[config.mk]
export PLATFORM = sky130hd
export DESIGN_NAME = ets_top
export DESIGN_NICKNAME = d
export VERILOG_FILES = /design/src/ets_pkg.sv /design/src/ets_timer.sv /design/src/ets_top.sv
export VERILOG_INCLUDE_DIRS = /design/src
export SDC_FILE = /design/constraint.sdc
export NUM_CORES = 1
export LEC_CHECK = 0
export BUFFER_PORTS_ARGS = -buffer_cell sky130_fd_sc_hd__buf_2
export CAP_MARGIN = 5
export CORE_MARGIN = 2
export CORE_UTILIZATION = 30
export CTS_BUF_LIST = sky130_fd_sc_hd__clkbuf_8
export DETAILED_ROUTE_END_ITERATION = 7
export SLEW_MARGIN = 10
export SYNTH_ARGS = -nofsm -noshare
export SYNTH_HDL_FRONTEND = slang
export SYNTH_HIERARCHICAL = 1
export SYNTH_SLANG_ARGS = --single-unit
[constraint.sdc]
create_clock -name pclk -period 2.05 [get_ports pclk]
set_clock_uncertainty 0.2 [all_clocks]
set_input_delay 0.3075 -clock pclk [delete_from_list [all_inputs] [get_ports pclk]]
set_output_delay 0.3075 -clock pclk [all_outputs]
set_load 0.01 [all_outputs]
[src/ets_map.svh]
// Register map, field positions and reset values of the frame timestamper.
// Assumes byte addressing on a 32-bit APB bus, one aligned word per register.
`ifndef ETS_MAP_SVH
`define ETS_MAP_SVH
// ==========================================================================
// Register offsets
`define ETS_OFS_CTRL     8'h00
`define ETS_OFS_EVENT    8'h04
`define ETS_OFS_MASK     8'h08
`define ETS_OFS_TXSTAMP  8'h0C
`define ETS_OFS_TIMER    8'h10
// ==========================================================================
// Field positions
`define ETS_BIT_ENABLE   0
`define ETS_BIT_AVAIL    0
`define ETS_BIT_RXSTAMP  1
`define ETS_BIT_TS_REQ   5
`define ETS_EVENT_W      2
// ==========================================================================
// Reset values and constants
`define ETS_RST_WORD     32'h0000_0000
`define ETS_RST_EVENT    2'h0
`define ETS_RST_TAG      4'h0
`define ETS_TAG_STEP     4'h1
`define ETS_TIMER_STEP   32'h0000_0001
`endif

[src/ets_pkg.sv]
// Types shared by the timestamper modules.
// Assumes ets_map.svh supplies all widths of the event field.
`include "ets_map.svh"
package ets_pkg;
  // ========================================================================
  // Register selector
  typedef enum {
    ETS_SEL_CTRL, ETS_SEL_EVENT, ETS_SEL_MASK, ETS_SEL_TXSTAMP, ETS_SEL_TIMER, ETS_SEL_NONE
  } ets_sel_t;
  // ========================================================================
  // Timer state
  typedef struct packed {
    logic [31:0] count;
  } ets_tmr_t;
  // ========================================================================
  // Timestamper state
  typedef struct packed {
    logic                    enable;
    logic [`ETS_EVENT_W-1:0] event_flags;
    logic [`ETS_EVENT_W-1:0] mask;
    logic [31:0]             cap_stamp;
    logic [31:0]             tx_hold;
    logic                    tx_hold_req;
    logic [3:0]              seq;
    logic                    tx_valid;
    logic [31:0]             tx_value;
    logic [3:0]              tx_tag;
    logic [7:0]              tx_status;
    logic                    rx_valid;
    logic [31:0]             rx_value;
    logic                    irq;
    logic                    pready;
    logic [31:0]             prdata;
    logic                    pslverr;
  } ets_state_t;
endpackage : ets_pkg

[src/ets_timer.sv]
// Free-running 32-bit time base of the timestamper.
// Assumes one clock domain; the count only moves while enabled.
`timescale 1ns/100ps
module ets_timer
  import ets_pkg::*;
(
  input  wire logic        pclk,
  input  wire logic        presetn,
  input  wire logic        enable,
  output logic [31:0]      count
);
  ets_tmr_t r;
  ets_tmr_t n;

  // ========================================================================
  // Count step, frozen while the time function is off
  always_comb begin
    n = r;
    if (enable) begin
      n.count = r.count + `ETS_TIMER_STEP;
    end
  end

  // State register
  always_ff @(posedge pclk or negedge presetn) begin
    if (!presetn) begin
      r <= '0;
    end else begin
      r <= n;
    end
  end

  assign count = r.count;

  // ========================================================================
  // Checks
  a_timer_steps: assert property (@(posedge pclk) disable iff (!presetn)
    enable |=> count == $past(count) + `ETS_TIMER_STEP)
    else $error("timer did not advance while enabled");
  a_timer_holds: assert property (@(posedge pclk) disable iff (!presetn)
    !enable |=> $stable(count))
    else $error("timer moved while disabled");
endmodule : ets_timer

[src/ets_top.sv]
// Precise-time stamping beside an Ethernet MAC: transmit and receive stamps,
// a captured transmit stamp register and two event flags with interrupt, on APB.
// Assumes tx/rx strobes are one-cycle pulses synchronous to pclk.
//
// The implementer's own choices: the placing of the registers and the APB interface to the registers.
`timescale 1ns/100ps
// Behaviour
// Stamping and timer run only while the enable control bit is one.
// Client asserts stamp request only with time-sync event frames.
// Each transmitted frame returns 32-bit stamp, 4-bit tag and status.
// Returned status bit 5 equals the frame's stamp request.
// Requested frames store stamp in captured register and set available flag.
// Software waits for available flag, then reads captured stamp register.
// Unrequested frames leave captured register and available flag untouched.
// Timer latched at receive delimiter detection, shown on receive stamp output.
// Receive DMA copies each receive stamp into that frame's descriptor.
// One free-running 32-bit counter, gated by enable, feeds all stamps.
module ets_top
  import ets_pkg::*;
(
  input  wire logic        pclk,
  input  wire logic        presetn,
  // APB slave
  input  wire logic        psel,
  input  wire logic        penable,
  input  wire logic        pwrite,
  input  wire logic [7:0]  paddr,
  input  wire logic [31:0] pwdata,
  output logic             pready,
  output logic [31:0]      prdata,
  output logic             pslverr,
  // Transmit client side
  input  wire logic        tx_frame_start,
  input  wire logic        tx_stamp_request,
  input  wire logic        tx_frame_done,
  input  wire logic [7:0]  tx_mac_status,
  output logic             tx_stamp_valid,
  output logic [31:0]      tx_stamp_value,
  output logic [3:0]       tx_stamp_seq_tag,
  output logic [7:0]       tx_stamp_status,
  // Receive side
  input  wire logic        rx_sfd_seen,
  output logic             rx_stamp_valid,
  output logic [31:0]      rx_stamp_value,
  // Interrupt
  output logic             irq
);
  ets_state_t  r;
  ets_state_t  n;
  logic [31:0] now;

  // ========================================================================
  // Register decode, shared by read and write paths
  function automatic ets_sel_t reg_sel(input logic [7:0] a);
    case (a)
      `ETS_OFS_CTRL:    reg_sel = ETS_SEL_CTRL;
      `ETS_OFS_EVENT:   reg_sel = ETS_SEL_EVENT;
      `ETS_OFS_MASK:    reg_sel = ETS_SEL_MASK;
      `ETS_OFS_TXSTAMP: reg_sel = ETS_SEL_TXSTAMP;
      `ETS_OFS_TIMER:   reg_sel = ETS_SEL_TIMER;
      default:          reg_sel = ETS_SEL_NONE;
    endcase
  endfunction : reg_sel

  // ========================================================================
  // Time base
  ets_timer u_timer (
    .pclk    (pclk),
    .presetn (presetn),
    .enable  (r.enable),
    .count   (now)
  );

  // ========================================================================
  // Next-state logic
  always_comb begin
    logic                    setup;
    logic                    done;
    logic                    ts_start_req;
    logic [31:0]             ts_start_val;
    logic [`ETS_EVENT_W-1:0] ev_set;
    logic [`ETS_EVENT_W-1:0] ev_clr;
    logic [31:0]             rd;
    ets_sel_t                sel;
    // Every scratch value is set first, so no latch is inferred
    setup        = psel && !penable;
    done         = psel && penable && r.pready;
    sel          = reg_sel(paddr);
    ev_set       = '0;
    ev_clr       = '0;
    rd           = `ETS_RST_WORD;
    ts_start_req = 1'b0;
    ts_start_val = `ETS_RST_WORD;
    n            = r;
    n.tx_valid   = 1'b0;
    n.rx_valid   = 1'b0;

    // Transmit: stamp taken at frame start, reported at frame end
    if (r.enable && tx_frame_start) begin
      n.tx_hold     = now;
      n.tx_hold_req = tx_stamp_request;
    end
    // A frame whose start and done share one cycle uses this cycle's values directly
    ts_start_req = tx_frame_start ? tx_stamp_request : r.tx_hold_req;
    ts_start_val = tx_frame_start ? now : r.tx_hold;
    if (r.enable && tx_frame_done) begin
      n.tx_valid  = 1'b1;
      n.tx_value  = ts_start_val;
      n.tx_tag    = r.seq;
      n.seq       = r.seq + `ETS_TAG_STEP;
      n.tx_status = tx_mac_status;
      n.tx_status[`ETS_BIT_TS_REQ] = ts_start_req;
      // Only requested frames touch the captured stamp, so a pending one survives
      if (ts_start_req) begin
        n.cap_stamp = ts_start_val;
        ev_set[`ETS_BIT_AVAIL] = 1'b1;
      end
    end

    // Receive: timer latched on the delimiter
    if (r.enable && rx_sfd_seen) begin
      n.rx_valid = 1'b1;
      n.rx_value = now;
      ev_set[`ETS_BIT_RXSTAMP] = 1'b1;
    end

    // APB: data prepared in setup, one wait-free access cycle follows
    n.pready = setup;
    case (sel)
      ETS_SEL_CTRL:    rd[`ETS_BIT_ENABLE] = r.enable;
      ETS_SEL_EVENT:   rd[`ETS_EVENT_W-1:0] = r.event_flags;
      ETS_SEL_MASK:    rd[`ETS_EVENT_W-1:0] = r.mask;
      ETS_SEL_TXSTAMP: rd = r.cap_stamp;
      ETS_SEL_TIMER:   rd = now;
      default:         rd = `ETS_RST_WORD;
    endcase
    if (setup) begin
      n.prdata  = pwrite ? `ETS_RST_WORD : rd;
      n.pslverr = (sel == ETS_SEL_NONE);
    end
    // Writes land at the access edge; read-only words drop them without error
    if (done && pwrite) begin
      case (sel)
        ETS_SEL_CTRL: n.enable = pwdata[`ETS_BIT_ENABLE];
        ETS_SEL_MASK: n.mask = pwdata[`ETS_EVENT_W-1:0];
        default:      n.mask = r.mask;
      endcase
    end
    // Clear only the bits software was shown, so a newer event is not lost
    if (done && !pwrite && sel == ETS_SEL_EVENT) begin
      ev_clr = r.prdata[`ETS_EVENT_W-1:0];
    end
    // Set beats clear, so an event on the clearing read's edge survives
    n.event_flags = (r.event_flags & ~ev_clr) | ev_set;
    // Irq is formed from the next flags, so it changes with them, yet leaves a flop, as every output must
    n.irq         = |(n.event_flags & r.mask);
  end

  // State register
  always_ff @(posedge pclk or negedge presetn) begin
    if (!presetn) begin
      r <= '0;
    end else begin
      r <= n;
    end
  end

  // ========================================================================
  // Outputs straight from state flops
  assign pready           = r.pready;
  assign prdata           = r.prdata;
  assign pslverr          = r.pslverr;
  assign tx_stamp_valid   = r.tx_valid;
  assign tx_stamp_value   = r.tx_value;
  assign tx_stamp_seq_tag = r.tx_tag;
  assign tx_stamp_status  = r.tx_status;
  assign rx_stamp_valid   = r.rx_valid;
  assign rx_stamp_value   = r.rx_value;
  assign irq              = r.irq;

  // ========================================================================
  // Checks
  // Transmit reports, status and sequence tags
  a_tx_off_silent: assert property (@(posedge pclk) disable iff (!presetn)
    !r.enable |=> !tx_stamp_valid && !rx_stamp_valid)
    else $error("stamp reported while disabled");
  a_tx_every_frame: assert property (@(posedge pclk) disable iff (!presetn)
    r.enable && tx_frame_done |=> tx_stamp_valid && tx_stamp_seq_tag == $past(r.seq))
    else $error("transmitted frame got no stamp report");
  a_tag_advance: assert property (@(posedge pclk) disable iff (!presetn)
    r.enable && tx_frame_done |=> r.seq == $past(r.seq) + `ETS_TAG_STEP)
    else $error("sequence tag did not advance");
  a_tag_holds: assert property (@(posedge pclk) disable iff (!presetn)
    !(r.enable && tx_frame_done) |=> $stable(r.seq))
    else $error("sequence tag moved without a frame");
  a_status_bit: assert property (@(posedge pclk) disable iff (!presetn)
    r.enable && tx_frame_start && !tx_frame_done ##1 r.enable && !tx_frame_start && tx_frame_done
    |=> tx_stamp_status[`ETS_BIT_TS_REQ] == $past(tx_stamp_request, 2))
    else $error("status request bit wrong");
  a_status_same: assert property (@(posedge pclk) disable iff (!presetn)
    r.enable && tx_frame_start && tx_frame_done
    |=> tx_stamp_status[`ETS_BIT_TS_REQ] == $past(tx_stamp_request))
    else $error("status request bit wrong for a one-cycle frame");
  // Captured stamp and stamp-available flag
  a_avail_set: assert property (@(posedge pclk) disable iff (!presetn)
    tx_stamp_valid && tx_stamp_status[`ETS_BIT_TS_REQ]
    |-> r.event_flags[`ETS_BIT_AVAIL] && r.cap_stamp == tx_stamp_value)
    else $error("requested stamp not captured");
  a_cap_kept: assert property (@(posedge pclk) disable iff (!presetn)
    tx_stamp_valid && !tx_stamp_status[`ETS_BIT_TS_REQ] |-> $stable(r.cap_stamp))
    else $error("unrequested frame changed captured stamp");
  a_cap_hold: assert property (@(posedge pclk) disable iff (!presetn)
    !(r.enable && tx_frame_done) |=> $stable(r.cap_stamp))
    else $error("captured stamp changed without a frame");
  a_flag_rise: assert property (@(posedge pclk) disable iff (!presetn)
    $rose(r.event_flags[`ETS_BIT_AVAIL]) |-> tx_stamp_valid && tx_stamp_status[`ETS_BIT_TS_REQ])
    else $error("stamp-available flag set without a requested frame");
  // Receive stamp and interrupt
  a_rx_latch: assert property (@(posedge pclk) disable iff (!presetn)
    r.enable && rx_sfd_seen |=> rx_stamp_valid && rx_stamp_value == $past(now))
    else $error("receive stamp not latched from timer");
  a_rx_flag: assert property (@(posedge pclk) disable iff (!presetn)
    r.enable && rx_sfd_seen |=> r.event_flags[`ETS_BIT_RXSTAMP])
    else $error("receive stamp event not flagged");
  a_irq_level: assert property (@(posedge pclk) disable iff (!presetn)
    ##1 irq == |($past(n.event_flags) & $past(r.mask)))
    else $error("interrupt level mismatch");
endmodule : ets_top

# --- Yosys cells after proc, flatten, opt, wreduce, memory -nomap -nowiden ---
# Cells that the tools add are included.
totals:
  in_bits: 57
  word_cells: 64
  latchBits: 0
  mem_count: 0
  mem_bits_rw: 0
  romBits: 0
  output_inout_bits: 113
  ff_bits: 219
classes:
  bitwise_logic: 4
  reduce_logical: 17
  shift: 0
  n_div: 0
  muxes: 13
  multipliers: 0
  n_eq_ne: 10
  add_sub_neg: 2
  magnitude_cmp: 0
ops:
  columns: ["op", "n"]
  rows:
  - ["$eq 32x2->1 const B", 3]
  - ["$mux 32", 2]
  - ["$pmux 30 s2", 1]
  - ["$mux 45", 1]
  - ["$mux 33", 1]
  - ["$add 32x1->32 const B", 1]
  - ["$eq 32x1->1 const B", 1]
  - ["$eq 32x3->1 const B", 1]
  - ["$eq 32x4->1 const B", 1]
  - ["$logic_not 32->1", 1]
  - ["$eq 8x4->1 const B", 2]
  - ["$pmux 3 s5", 1]
  - ["$logic_and 1x1->1", 9]
  - ["$eq 8x3->1 const B", 1]
  - ["$eq 8x5->1 const B", 1]
  - ["$logic_not 8->1", 1]
  - ["$reduce_and 2->1", 3]
  - ["$pmux 1 s5", 1]
  - ["$add 4x1->4 const B", 1]
  - ["$and 2x2->2", 2]
  - ["$mux 1", 4]
  - ["$pmux 1 s4", 1]
  - ["$logic_not 1->1", 2]
  - ["$mux 2", 1]
  - ["3 further kinds", 3]

# --- Depth between registers and ports, before layout ---
# Gate-level depths: netlist of run 1.
depth:
  word_depth: 10
  depth_mapped: 6
  mapped_depth_nobuf: 5

# --- Cells and area by module ---
# The synthesis of run 1 kept the hierarchy.
by_module_without_submodules:
  columns: ["mod", "area_each_um2", "seq_area_each_um2", "instances", "cells_each"]
  rows:
  - ["ets_top", 8226.6, 4679.5, 1, 741]
  - ["ets_timer", 1448.9, 800.8, 1, 123]

# --- Worst setup path before layout of run 1 ---
# Ideal clock, no wire load.
synth_path:
  path_type: "input-to-reg"
  from: "input paddr[0]"
  to: "register r[182] in the netlist's numbering"
  t_required_ns: 1.722
  setup_time_ns: 0.128
  n_path_buf: 0
  arrival_time_ns: 1.918
  setup_slack_ns: -0.195
  cell_stages: 4
  cell_sequence: "or4_4 > or4b_4 > nor3b_2 > mux2_1"
synth_via:
  elab_chain_len: 4
  word_cells_on_any_way: 8
  cone_classes: "eq/ne: 5; mux: 1; reduce/logical: 2"
synth_rtl:
  columns: ["element", "line_no", "source"]
  rows:
  - ["from (decl)", "ets_top.sv:27", "input wire logic [7:0] paddr,"]
  - ["$eq 8x5->1, or another cell as far along", "ets_top.sv:55", "case (a)"]
  - ["$pmux 3 s5 *", "ets_top.sv:55", null]
  - ["$eq 32x2->1 *", "ets_top.sv:143", "case (sel)"]
  - ["$reduce_and 2->1 (no line) *", null, null]
  - ["to (signal assigned)", "ets_top.sv:164", "r <= n;"]
  - ["to (decl)", "ets_top.sv:48", "ets_state_t r;"]
# Every way passes the cells marked *; elsewhere a longest branch is shown, timed or not.
# A chain may end at the register's enable or synchronous reset.

# --- Worst setup path after layout of run 1 ---
layout_path:
  from: "input paddr[4]"
  to: "register r[183] in the netlist's numbering"
# The elaborated chain is that of the path after synthesis.

==> key figures, run 1 <==
Outcome
  – Status: complete, no violations

Floorplan
  – Num ports: 170
  – Initial Util: 30.58%
  – Horiz. Die Dim: 183.6 um
  – Die Y: 183.6 um
  – Full die area: 33700 sq um
  – Row Count: 65
  – Core area: 31640 sq um

Placement
  – Hpwl dp: 15.50 mm
  – Port Buf Inserts: 138
  – Setup slack at placement: -0.3153 ns
  – Placed inst area: 10460 sq um
  – Dpl cells: 1314
  – Final GP Congestion: 0.7455

Synthesis
  – Synth async-reset ratio: 100.0%
  – Syn_nets: 923
  – Yosys top cell area share: 56.64%
  – Seq/Total Area, Yosys: 56.64%
  – Post-synthesis cell type count: 46
  – Cell count after synthesis: 864
  – Synthesized area: 9676 sq um
  – Syn_area_per_cell: 11.20 sq um
  – Synth Flop Type: dfrtp_1
  – Seq cells post-synth: 219
  – Post-synth EDFFs: 0
  – Yosys top cell by area: dfrtp_1
  – Syn. warnings: 6
  – Synth area leaders: dfrtp_1 (57%), buf_4 (8.4%), mux2_2 (7.6%), nand2_1 (5.7%), mux2i_1 (3.4%)

Routing
  – WL final: 22.01 mm
  – Vias: 6377
  – TritonRoute pass-1 iters: 4
  – ANT nets after route: 0
  – First DRT Iteration DRCs: 235
  – Via-per-instance ratio: 4.565
  – Number of remaining DRC errors: 0
  – Wire per inst: 15.76 um

Timing
  – Setup TNS: 0 ns
  – Period minus WS final: 2.029 ns
  – Maximum clock frequency: 492.9 MHz
  – Rel. slew slack: 64.36%
  – Final hold violations: 0
  – Post-route setup slack: 0.02115 ns
  – Worst-Margin Slew: 0.5346 ns
  – # setup viols final: 0
  – Slew Viols, Final: 0
  – RSZ-0062 raised after global routing: false
  – Final period util: 98.97%

Global route
  – Grt total ovfl: 0
  – Largest net degree at the start of global routing: 65
  – Initial antenna violation count: 0
  – Vias in the first global route: 6610
  – Global-route wire length before repair: 35.60 mm
  – Total Routing Usage GR: 13.31%

Final layout
  – Layout cells sized above 1: 33.77%
  – Layout area overhead: 18.36%
  – Final core utilization: 36.20%
  – Nets: 1025
  – Non-Filler Instances: 1397
  – Post-Layout Inst Area: 11450 sq um
  – Ant diodes: 0

Pwr
  – Leakage: 0.006103 uW
  – Pwr Density: 777.5 nW/um^2
  – Peak supply drop: 0.3718 mV

Setup path
  – R2r setup slk: 0.12 ns
  – Kind of critical path: input pin to flip-flop
  – R2r worst-path depth: 4
  – Slowest-stage cell, CP: dlygate4sd3_1
  – Maximum fanout along the worst path: 3
  – CP endpoint kind: flip-flop
  – Worst setup SP type: input pin
  – Worst R2R Start: pready
  – Worst EP required: 2.26 ns
  – Slowest cell delay on critical path: 0.57 ns
  – CP cell instances: dlygate4sd3_1, nand4b_1, or4b_4, nor3b_4, mux2_1
  – Worst Setup EP: r[183]
  – Worst R2R End: r[183]
  – WP data arrival: 2.24 ns
  – Crit path from: paddr[4]

Min path
  – Hold wc startpoint: tx_frame_done
  – Worst min path class: input pin to flip-flop

Clock network
  – Num CTS Buffers: 39
  – Worst skew pair latency: 0.53 ns
  – Clock Sinks: 219
  – Max Buffers Root-to-Sink: 3
  – H-tree depth: 2
  – Clock Pin Slew Worst Setup and Hold Paths: 0.06 ns
  – CTS tree: built
  – CTS root buf: clkbuf_8

Run
  – Max_cap viols: 0
-- area by class of cell --
cell class	count	area [sq um]
Clock inverter	22	176.4
Inverter	8	30.03
Fill cell	3160	20180
Clock buffer	48	660.6
Tap cell	402	503.0
Timing Repair Buffer	206	1338
Sequential cell	219	5482
Multi-Input combinational cell	492	3263
-- cell usage after synthesis (all sizes together), types with 2 or more instances --
cell,number
inv,8
nand2,146
or4,2
and4,4
ha,2
and3,5
a21o,2
nor3,6
nand2b,2
xor2,12
nor4,10
o21ai,37
dfrtp,219
xnor2,22
nor3b,2
a2bb2oi,2
mux2,68
mux2i,33
buf,113
nand4,12
and2,2
nor2,38
nand3,9
or2,3
a22oi,30
a21oi,33
clkbuf,32
-- stage by stage --
stage               total power [uW]  hold WS (ns)
floorplan                       4519       -0.1881
global placement                4696        0.1022
detailed placement              4701        0.1019
CTS                             9083       0.01133
global route                    9303       0.05894
finish                          8904       0.05304
-- sequential cells by signal, indices dropped and copies added (netlist names) --
name              count
irq                   1
u_timer/count        32
tx_stamp_seq_tag      4
r                    74
prdata               32
tx_stamp_value       32
rx_stamp_valid        1
rx_stamp_value       32
tx_stamp_valid        1
pready                1
pslverr               1
tx_stamp_status       8
-- critical path, delay by kind of cell --
kind / cells / cell delay, ns
buffers and inverters: 1 / 0.57
multiplexers: 1 / 0.34
AND/OR/NAND/NOR: 3 / 1.03
-- placed cells by master, fill, tap and decap left out, drive strengths merged, types with 2 or more instances in the layout --
master | synthesis | final
nand4 | 12 | 12
nor3b | 2 | 2
inv | 8 | 23
clkbuf | 32 | 48
clkinv | 0 | 2
clkinvlp | 0 | 2
nor4 | 10 | 10
nand2 | 146 | 146
or2 | 3 | 3
buf | 113 | 193
mux2i | 33 | 33
dfrtp | 219 | 219
xnor2 | 22 | 22
a2bb2oi | 2 | 2
a22oi | 30 | 30
and3 | 5 | 5
or4 | 2 | 2
a21oi | 33 | 33
nand3 | 9 | 9
mux2 | 68 | 68
and2 | 2 | 2
a21o | 2 | 2
nor3 | 6 | 6
nand2b | 2 | 2
o21ai | 37 | 37
bufinv | 0 | 3
xor2 | 12 | 12
and4 | 4 | 4
dlygate4sd3 | 0 | 13
nor2 | 38 | 38
ha | 2 | 2
-- metal layers --
| layer | wire, um | global-route usage [%] |
|---|---|---|
| met1 | 9952 | 17.00 |
| met2 | 10450 | 22.28 |
| met3 | 1161 | 3.249 |
| met4 | 453 | 4.096 |
| met5 | 0 | 0 |
-- timing repair --
item | CTS | global route
endpoints found under the hold margin | 210 | 0
setup buffers | 0 | 1
gates resized for setup | 0 | 6
endpoints found under the setup margin | 0 | 20
hold buffers | 13 | 0
-- cell families after synthesis --
kind of cell             Yosys count  share of synthesized area (%)
adder cells (fa/ha/maj)            2                         0.2586
AO/OA/AOI/OAI                    108                          6.595
multiplexers                     102                          11.56
buffers and inverters            153                          10.16
flip-flops                       219                          56.64
AND/OR/NAND/NOR                  246                          11.70
XOR/XNOR                          34                          3.078
-- worst min-delay path by stage --
stage / endpoint / slack [ns] / cells past startpoint
after floorplan: irq / -0.19 / 0
after global placement: tx_stamp_status[2] / 0.10 / 1
after detailed placement: tx_stamp_status[2] / 0.10 / 1
after CTS: r[151] / 0.01 / 4
after global routing: r[151] / 0.06 / 4
final: r[181] / 0.05 / 4
-- power by group --
part,internal (uW),switching [uW]
logic,104,173
clock network,2500,1770
registers,4350,13.4
total,6950,1960
Note: power is estimated with default switching activity, not from simulation.
==> run 2, diff against run 1 <==
--- a/config.mk
+++ b/config.mk
@@ -7,11 +7,11 @@
 export NUM_CORES = 1
 export LEC_CHECK = 0
 export BUFFER_PORTS_ARGS = -buffer_cell sky130_fd_sc_hd__buf_2
-export CAP_MARGIN = 5
 export CORE_MARGIN = 2
 export CORE_UTILIZATION = 30
 export CTS_BUF_LIST = sky130_fd_sc_hd__clkbuf_8
 export DETAILED_ROUTE_END_ITERATION = 7
+export SETUP_SLACK_MARGIN = 0.15
 export SLEW_MARGIN = 10
 export SYNTH_ARGS = -nofsm -noshare
 export SYNTH_HDL_FRONTEND = slang
==> run 2 against run 1 <==
  * Critical path depth did not move
  * Utilization rose by 0.35 points
  * Clock-buffer cell count did not move
  * Routed wire length rose by 2.4%
  * Maximum frequency rose by 5.4%
  * Cell count rose by 0.21%
  * Largest cell class unchanged
==> key figures, run 2 (synthesized netlist as in run 1, its figures left out) <==
Clock network
  – H-tree depth: 2
  – CTS root buf: clkbuf_8
  – Clock Sinks: 219
  – Max Buffers Root-to-Sink: 3
  – CTS tree: built
  – Num CTS Buffers: 40
  – Worst skew pair latency: 0.54 ns
  – Clock Pin Slew Worst Setup and Hold Paths: 0.05 ns

Floorplan
  – Core area: 31640 sq um
  – Die Y: 183.6 um
  – Full die area: 33700 sq um
  – Num ports: 170
  – Initial Util: 30.58%
  – Horiz. Die Dim: 183.6 um
  – Row Count: 65

Final layout
  – FF+latch area: 5482 sq um
  – Leading cell type in the layout, fill and taps excluded: dfrtp_1
  – Fillers: 3140
  – Max reg flops: 74
  – Most frequent cells in the layout: dfrtp_1 (218), nand2_1 (141), buf_2 (137)
  – Area of the multi-input gates: 3347 sq um
  – Layout cells sized above 1: 35.27%
  – Final core utilization: 36.55%
  – Top reg by flops: r
  – Ant diodes: 0
  – Layout area overhead: 19.50%
  – Nets: 1036

Timing
  – # setup viols final: 0
  – Maximum clock frequency: 519.7 MHz
  – RSZ-0062 raised after global routing: true
  – Final period util: 93.86%
  – Slew Viols, Final: 0
  – Final hold slack: 0.04558 ns
  – Period minus WS final: 1.924 ns
  – Rel. slew slack: 69.96%
  – Post-route setup slack: 0.1258 ns
  – Final hold violations: 0
  – Worst-Margin Slew: 0.4506 ns

Setup path
  – R2r setup slk: 0.15 ns
  – R2r worst-path depth: 4
  – CP endpoint kind: flip-flop
  – Worst R2R End: r[182]
  – Worst R2R Start: pready
  – Kind of critical path: input pin to flip-flop
  – Worst setup SP type: input pin
  – Maximum fanout along the worst path: 3
  – WP data arrival: 2.13 ns
  – Worst EP required: 2.25 ns

Placement
  – Port Buf Inserts: 138
  – Setup slack at placement: -0.3254 ns
  – Hpwl dp: 15.33 mm
  – Final GP Congestion: 0.7336

Global route
  – Largest net degree at the start of global routing: 50
  – Vias in the first global route: 6554
  – Total Routing Usage GR: 13.42%
  – Global-route wire length before repair: 35.86 mm
  – Initial antenna violation count: 0
  – Grt total ovfl: 0

Min path
  – Hold-critical path depth: 4
  – Hold path endpoint: rx_stamp_valid
  – Hold wc startpoint: rx_sfd_seen
  – Worst min path class: input pin to flip-flop

Routing
  – WL final: 22.54 mm
  – ANT nets after route: 0
  – Wire per inst: 16.10 um
  – Vias: 6390
  – Number of remaining DRC errors: 0
  – Via-per-instance ratio: 4.564
  – First DRT Iteration DRCs: 197
  – TritonRoute pass-1 iters: 4

Run
  – Max_cap viols: 0

Pwr
  – Leakage: 0.006174 uW
  – Peak supply drop: 0.3313 mV
  – Pwr Density: 738.5 nW/um^2
  – Total power: 8539 uW

Outcome
  – Status: complete, no violations
## run 2: cell count changes in the layout (fill, tap and decap cells not counted), sizes merged
cell and change:
buf +10, bufinv -3, clkinv +1, clkinvlp -1
inv -4
## run 2: timing repair
item	CTS	global route
gates resized for setup	3	19
endpoints found under the setup margin	7	37
hold buffers	13	0
hold endpoints to repair	231	0
setup buffers	0	8
pin swaps	0	8
## run 2: worst max path at each step
| stage | slack (ns) | to | depth (start not counted) | from |
|---|---|---|---|---|
| after floorplan | -0.20 | r[182] | 4 | paddr[0] |
| after global placement | -0.29 | r[183] | 5 | paddr[0] |
| after detailed placement | -0.33 | r[182] | 5 | paddr[0] |
| after CTS | 0.15 | u_timer/count[23] | 4 | u_timer/count[9] |
| after global routing | 0.08 | u_timer/count[24] | 6 | u_timer/count[1] |
| final | 0.13 | r[182] | 5 | paddr[1] |
## run 2: final cells by class
type / count / share of cell area, %
Timing Repair Buffer: 216 / 12.66
Inverter: 8 / 0.2597
Clock buffer: 48 / 5.714
Tap cell: 402 / 4.350
Multi-Input combinational cell: 492 / 28.95
Sequential cell: 219 / 47.41
Clock inverter: 15 / 0.6601
## run 2: per-stage QoR
| stage | TNS [ns] | std cells | area [sq um] |
|---|---|---|---|
| floorplan | -0.5330 | 864 | 9683 |
| global placement | -5.223 | 1316 | 10520 |
| detailed placement | -5.139 | 1316 | 10520 |
| CTS | 0 | 1392 | 11400 |
| global route | 0 | 1400 | 11560 |
| finish | 0 | 1400 | 11560 |
## run 2: worst max-delay path: stages
cell and delay, ns:
dlygate4sd3_1 0.53, buf_2 0.14, or4b_4 0.56, nor3b_4 0.25, mux2_1 0.35
## run 2: power by group
group          switching, uW  leakage, uW  internal, uW
Clock                   1780     0.000416          2110
Combinational            181      0.00271           108
Sequential              13.6      0.00305          4350
Total                   1980      0.00617          6560
## run 2: per-layer routing
metal | track usage (%) | routed length, um
met5 | 0 | 0
met3 | 3.546 | 1161
met1 | 17.29 | 10170
met4 | 4.224 | 523
met2 | 22.04 | 10670
